### config.mk
export PLATFORM = sky130hd
export DESIGN_NAME = uivu_top
export DESIGN_NICKNAME = d
export VERILOG_FILES = /design/src/verilog/uivu_pkg.sv /design/src/verilog/uivu_prio_enc.sv /design/src/verilog/uivu_top.sv
export SDC_FILE = /design/constraint.sdc
export NUM_CORES = 1
export LEC_CHECK = 0
export BUFFER_PORTS_ARGS = -buffer_cell sky130_fd_sc_hd__clkbuf_2
export CAP_MARGIN = 10
export CORE_ASPECT_RATIO = 1.1
export CORE_UTILIZATION = 54
export DETAILED_ROUTE_END_ITERATION = 10
export PLACE_DENSITY = 0.95
export SYNTH_ARGS = -nofsm -noshare
export SYNTH_HDL_FRONTEND = slang
export SYNTH_SLANG_ARGS = --single-unit
### constraint.sdc
create_clock -name clk_sys -period 4.9 [get_ports clk_sys]
set_clock_uncertainty 0.05 [all_clocks]
set_input_delay 0.735 -clock clk_sys [delete_from_list [all_inputs] [get_ports clk_sys]]
set_output_delay 0.735 -clock clk_sys [all_outputs]
set_load 0.01 [all_outputs]
### src/verilog/uivu_pkg.sv
// package of register map, vector codes and carrier types for the interrupt vector unit
package uivu_pkg;

	localparam logic [15:0] ADDR_SOURCE_CODE  = 16'hffb2;
	localparam logic [15:0] ADDR_IN_PENDING   = 16'hffb3;
	localparam logic [15:0] ADDR_OUT_PENDING  = 16'hffb4;

	localparam logic [7:0]  RESET_PENDING     = 8'h00;
	localparam logic [5:0]  CODE_OUT_EP_BASE  = 6'h00;
	localparam logic [5:0]  CODE_IN_EP_BASE   = 6'h08;
	localparam logic [5:0]  CODE_OUT_EP0      = 6'h00;
	localparam logic [5:0]  CODE_IN_EP0       = 6'h08;
	localparam logic [5:0]  CODE_NONE         = 6'h24;
	localparam int          NUM_SOURCES       = 34;   // codes 00h..21h
	localparam logic [33:0] VALID_CODE_MASK   = 34'h3_b3fd_ffff; // excludes 11h,1ah,1bh,1eh
	localparam logic [5:0]  CODE_EXT          = 6'h1f;

	// one-cycle event strobes from the sources outside this block
	typedef struct packed {
		logic       setup_overwrite; // 10h
		logic       setup_stage;     // 12h
		logic       pseudo_sof;      // 13h
		logic       sof;             // 14h
		logic       resume;          // 15h
		logic       suspend;         // 16h
		logic       bus_reset;       // 17h
		logic       cport_rx_full;   // 18h
		logic       cport_tx_empty;  // 19h
		logic       i2c_rx_full;     // 1ch
		logic       i2c_tx_empty;    // 1dh
		logic       dma0_done;       // 20h
		logic       dma1_done;       // 21h
	} uivu_events_t;

	// microcontroller register access
	typedef struct packed {
		logic        rd;
		logic        wr;
		logic [15:0] addr;
		logic [7:0]  wdata;
	} uivu_cpu_req_t;

endpackage : uivu_pkg

### src/verilog/uivu_prio_enc.sv
// priority encoder picking the vector code of the highest pending source
`timescale 1ns/1ps
module uivu_prio_enc (
	input  wire logic [33:0] pending,
	output logic      [5:0]  code
);

	// scan upward so the highest index wins, external input tops the list, endpoint zero overrides all
	always_comb begin
		code = uivu_pkg::CODE_NONE;
		for (int i = 0; i < uivu_pkg::NUM_SOURCES; i++) begin
			if (pending[i] && uivu_pkg::VALID_CODE_MASK[i]) begin
				code = 6'(i);
			end
		end
		if (pending[uivu_pkg::CODE_EXT]) begin
			code = uivu_pkg::CODE_EXT;
		end
		if (pending[uivu_pkg::CODE_IN_EP0]) begin
			code = uivu_pkg::CODE_IN_EP0;
		end
		if (pending[uivu_pkg::CODE_OUT_EP0]) begin
			code = uivu_pkg::CODE_OUT_EP0;
		end
	end

endmodule // uivu_prio_enc

### src/verilog/uivu_top.sv
// interrupt collection and vectoring unit with its three registers
`timescale 1ns/1ps
module uivu_top (
	input  wire logic                     clk_sys,
	input  wire logic                     reset,
	input  wire uivu_pkg::uivu_cpu_req_t  cpu_req,
	output logic      [7:0]               cpu_rdata,
	input  wire logic [7:0]               out_ep_done,
	input  wire logic [7:0]               in_ep_done,
	input  wire logic [7:0]               out_ep_iso,
	input  wire logic [7:0]               in_ep_iso,
	input  wire uivu_pkg::uivu_events_t   events,
	input  wire logic                     ext_irq_in,
	input  wire logic                     ext_irq_enable,
	output logic                          cpu_irq_line
);

	logic [33:0] pend_q;
	logic [33:0] pend_d;
	logic [33:0] set_vec;
	logic [33:0] ack_vec;
	logic [5:0]  code_w;
	logic [7:0]  rdata_d;
	logic [7:0]  rdata_q;
	wire         vec_wr;
	wire         ext_active;

	// set requests per code; endpoints gated by isochronous flag
	assign set_vec[7:0]   = out_ep_done & ~out_ep_iso;
	assign set_vec[15:8]  = in_ep_done & ~in_ep_iso;
	assign set_vec[16]    = events.setup_overwrite;
	assign set_vec[17]    = 1'b0;
	assign set_vec[18]    = events.setup_stage;
	assign set_vec[19]    = events.pseudo_sof;
	assign set_vec[20]    = events.sof;
	assign set_vec[21]    = events.resume;
	assign set_vec[22]    = events.suspend;
	assign set_vec[23]    = events.bus_reset;
	assign set_vec[24]    = events.cport_rx_full;
	assign set_vec[25]    = events.cport_tx_empty;
	assign set_vec[27:26] = 2'b00;
	assign set_vec[28]    = events.i2c_rx_full;
	assign set_vec[29]    = events.i2c_tx_empty;
	assign set_vec[30]    = 1'b0;
	assign set_vec[31]    = ext_active;
	assign set_vec[32]    = events.dma0_done;
	assign set_vec[33]    = events.dma1_done;

	// external input is a level, counted only when enabled
	assign ext_active = ext_irq_in & ext_irq_enable;

	uivu_prio_enc u_prio (
		.pending (pend_q),
		.code    (code_w)
	);

	// write to the vector register acknowledges the code shown
	assign vec_wr = cpu_req.wr && (cpu_req.addr == uivu_pkg::ADDR_SOURCE_CODE);
	assign ack_vec = (vec_wr && code_w != uivu_pkg::CODE_NONE) ? (34'h1 << code_w) : 34'h0;

	// set wins over clear in the same cycle
	assign pend_d = (pend_q & ~ack_vec) | set_vec;

	// read mux; pending registers are read-only, writes to them dropped
	assign rdata_d = (cpu_req.addr == uivu_pkg::ADDR_SOURCE_CODE) ? {2'b00, code_w} :
	                 (cpu_req.addr == uivu_pkg::ADDR_IN_PENDING)  ? pend_q[15:8] :
	                 (cpu_req.addr == uivu_pkg::ADDR_OUT_PENDING) ? pend_q[7:0] :
	                 8'h00;

	// pending state and registered read data
	always_ff @(posedge clk_sys) begin
		if (reset) begin
			pend_q  <= {4'h0, 6'h00, uivu_pkg::RESET_PENDING, uivu_pkg::RESET_PENDING, uivu_pkg::RESET_PENDING};
			rdata_q <= 8'h00;
		end else begin
			pend_q  <= pend_d;
			rdata_q <= cpu_req.rd ? rdata_d : rdata_q;
		end
	end

	assign cpu_rdata = rdata_q;

	// single request line: OR of every pending source
	assign cpu_irq_line = |pend_q;

	a_irq_vs_code: assert property (@(posedge clk_sys) disable iff (reset)
		cpu_irq_line == (code_w != uivu_pkg::CODE_NONE)) else $error("irq and vector disagree");
	a_iso_no_set: assert property (@(posedge clk_sys) disable iff (reset)
		(out_ep_done[4] && out_ep_iso[4] && !pend_q[4]) |=> !pend_q[4]) else $error("iso endpoint set");
	a_out_set: assert property (@(posedge clk_sys) disable iff (reset)
		(out_ep_done[2] && !out_ep_iso[2]) |=> pend_q[2]) else $error("out pending not set");
	a_in_set: assert property (@(posedge clk_sys) disable iff (reset)
		(in_ep_done[5] && !in_ep_iso[5]) |=> pend_q[13]) else $error("in pending not set");
	a_ack_clears: assert property (@(posedge clk_sys) disable iff (reset)
		(vec_wr && code_w == 6'h14 && !events.sof) |=> !pend_q[20]) else $error("ack did not clear");
	a_ep0_first: assert property (@(posedge clk_sys) disable iff (reset)
		pend_q[0] |-> code_w == 6'h00) else $error("ep0 lost priority");
	a_ext_gate: assert property (@(posedge clk_sys) disable iff (reset)
		(!ext_irq_enable && !pend_q[31]) |=> !pend_q[31]) else $error("ext set while disabled");
	a_no_reserved: assert property (@(posedge clk_sys) disable iff (reset)
		code_w <= 6'h24 && code_w != 6'h11 && code_w != 6'h1a && code_w != 6'h1b && code_w != 6'h1e
		&& code_w != 6'h22 && code_w != 6'h23) else $error("reserved code shown");
	a_dma_prio: assert property (@(posedge clk_sys) disable iff (reset)
		(pend_q[33] && !pend_q[31] && !pend_q[0] && !pend_q[8]) |-> code_w == 6'h21) else $error("dma1 not top");
	a_ext_top: assert property (@(posedge clk_sys) disable iff (reset)
		(pend_q[31] && !pend_q[0] && !pend_q[8]) |-> code_w == 6'h1f) else $error("ext lost priority");
	a_idle_code: assert property (@(posedge clk_sys) disable iff (reset)
		(pend_q == 34'h0) |-> code_w == 6'h24) else $error("idle code wrong");

endmodule // uivu_top

==> metrics.md <==
| Metric | Value |
|---|---|
| WP data arrival | about 3.0 ns |
| Area Overhead vs Synth | 23.20% |
| Placed wire-length estimate after detailed placement | 5.426 mm |
| Syn. warnings | 0 |
| Initial core utilization | between 50% and 60% |
| Detailed-route wire length | 7.051 mm |
| Mean area per synthesized cell | just over 8 µm² |
| Commonest non-fill, non-tap cell in the layout | clkbuf_2 |
| Top-area cell type share of the netlist area | 34.73% |
| Gpl congestion | about 0.91 |
| Post-cts repair resize count | 0 |
| Clock buffers created by TritonCTS | 5 |
| Total power after layout | 907.4 µW |
| Critical path type | reg2reg |
| Final number of hold-violating endpoints | 0 |
| GRT Residual Overflow | 0 |
| Worst slew margin relative to its limit | 40.78% |
| Clock period minus worst slack | 2.888 ns |
| TritonCTS Sinks | 42 |
| Post-Synthesis Cells | a little under 300 |
| Violation count after the first detailed-routing iteration | 270 |
| Number of hold buffers added after CTS | 0 |
| Delay contributed by the slowest stage of the critical path | 0.68 ns |
| Max IR drop VDD | 0.2021 mV |
| Mean number of vias per cell | 6.407 |
| Worst Hold Class | reg2reg |
| Die Height | 72.23 µm |
| Num ports | 84 |
| Leakage dissipation | 0.001189 µW |
| Total setup buffers inserted after CTS | 0 |
| Final period util | approximately three fifths |
| Via count of the first global-routing pass | 2468 |
| Maximum fanout along the worst path | 6 |
| Global routing usage summed across all routing layers | 30.77% |
| CTS tree | built |
| Count of TritonRoute iterations in the first routing pass | 5 |
| Clock-pin slew of the registers on the worst-case setup and hold paths | 0.09 ns |
| Leading area contributor after synthesis | dfxtp_1 |
| Count of input and output buffers | 75 |
| Net count after synthesis | 367 |
| Commonest register cell after synthesis | dfxtp_1 |
| Share of the core filled with cells in the final layout | a little over two thirds |
| Actual transition at the worst max-transition pin | 0.8790 ns |
| Required time worst endpoint | 4.99 ns |
| Fraction of layout cells with a size suffix above 1 | 27.10% |
| Cell types occupying the most area after synthesis | dfxtp_1 (35%), nor2_1 (5.6%), a311oi_1 (5.1%), nor2b_1 (3.9%), nand2b_1 (3.6%) |
| Die W | roughly 66 µm |
| Sequential-to-total area share from yosys stat | between 30% and 40% |
| Status | complete, no violations |
| Number of synthesized flops with an enable pin | 0 |
| Pin count of the biggest net entering global routing | 42 |
| Final number of max-transition violations | 0 |
| Layout net count | 443 |
| CTS root buf | clkbuf_8 |
| Final setup violation count | 0 |
| RSZ-0062 raised after global routing | false |
| Die area | 0.004755 mm² |
| Placeable core region | 0.004285 mm² |
| Worst Setup Start Kind | register |
| Max-cap check violation count | 0 |
| Kind of end point of the critical path | register |
| Share of synthesized flip-flops with an asynchronous set or reset | 0% |
| Slowest stage cell, crit path | nor4_2 |
| Crit path cell chain | nor4_2 > nand4_1 > o31ai_1 > nor3b_1 > and2_1 > a311oi_1 |
| Total Negative Setup Slacks | 0 ns |
| Global-route wire length before repair | between 10 and 15 mm |
| Maximum clock rate | roughly 350 MHz |
| Wire length per cell | 16.67 µm |
| Clock insertion delay at the later pin of the skew report | 0.30 ns |
| Antenna-violating nets left | 0 |
| Most frequent cells in the layout | clkbuf_2 (75), dfxtp_1 (42), nor2_1 (36) |
| Flip-flop and latch count after synthesis | 42 |
| DRC violation count after routing | 0 |
| Cell variety after synth | 53 |
| Hold slack | between 0.4 and 0.5 ns |
| Total via count in the routed design | 2710 |
| Area of the mapped netlist | 0.002421 mm² |
| Number of H-tree branching levels | 2 |
| Number of antenna violations at the first check in global routing | 0 |
| Clk buf depth | 2 |
| Cell area power density | around 300 mW/mm² |
| # rows | 25 |
| Antenna diode instance count | 0 |
-- registers in the layout, summed over array words and instances, names as in the netlist --
name,cells
cpu_rdata,8
pend_q,34
-- metrics by stage --
step,setup WS (ns),cell area [µm²],cells
4_1_cts,2.085,2983,423
6_report,2.012,2983,423
3_3_place_gp,2.084,2845,415
2_1_floorplan,2.344,2421,292
3_5_place_dp,1.976,2845,415
5_1_grt,1.844,2983,423
-- routing by layer --
metal	wire [µm]	global-route usage, %
met1	2851	39.04
met4	187	13.53
met3	562	5.503
met5	0	0
met2	3449	50.57
-- where the power goes --
part | switching, µW | internal [µW]
Combinational | 101 | 78.5
Clock | 129 | 204
Sequential | 32.7 | 362
Total | 263 | 645
-- worst max-delay path, delay by kind of cell (launching register included) --
kind / cells / cell delay [ns]
compound gates: 2 / 0.75
simple gates: 4 / 1.56
flops: 1 / 0.37
-- path summary, 6_finish.rpt --
path | end | start | cells after the start | slack (ns)
worst min-delay path | pend_q[26] | pend_q[26] | 1 | 0.42
worst min register to register | pend_q[26] | pend_q[26] | 1 | 0.42
worst max register to register | pend_q[7] | pend_q[24] | 6 | 2.01
worst max-delay path | pend_q[7] | pend_q[24] | 6 | 2.01
-- layout make-up --
| type | count | area [µm²] |
|---|---|---|
| Multi-Input combinational cell | 227 | 1494 |
| Fill cell | 350 | 1303 |
| Sequential cell | 42 | 840.8 |
| Timing Repair Buffer | 76 | 382.9 |
| Clock buffer | 5 | 68.82 |
| Clock inverter | 3 | 68.82 |
| Tap cell | 54 | 67.56 |
| Inverter | 16 | 60.06 |
-- cell usage after synthesis, types with 2 or more instances --
| cell type | count |
|---|---|
| or2_2 | 5 |
| a221oi_1 | 8 |
| nor2b_1 | 15 |
| a21oi_1 | 16 |
| o31a_1 | 2 |
| inv_1 | 16 |
| dfxtp_1 | 42 |
| nor2_1 | 36 |
| nor3b_1 | 4 |
| a222oi_1 | 2 |
| o21ai_0 | 8 |
| and2_1 | 5 |
| o31ai_1 | 8 |
| nand2_1 | 9 |
| nand3_1 | 4 |
| a211oi_1 | 7 |
| nor4_1 | 11 |
| nor3_1 | 14 |
| a31oi_1 | 3 |
| a22o_1 | 2 |
| or4_1 | 3 |
| clkbuf_1 | 7 |
| nand4b_1 | 4 |
| nand4_1 | 3 |
| or3_1 | 3 |
| a311oi_1 | 14 |
| or4_4 | 2 |
| nand2b_1 | 14 |
-- cells by family after synthesis --
group	Yosys count	synth area share, %
flip-flops	42	34.73
AO/OA/AOI/OAI	85	27.29
AND/OR/NAND/NOR	142	34.42
buffers and inverters	23	3.566
Note: power is estimated with default switching activity, not from simulation.
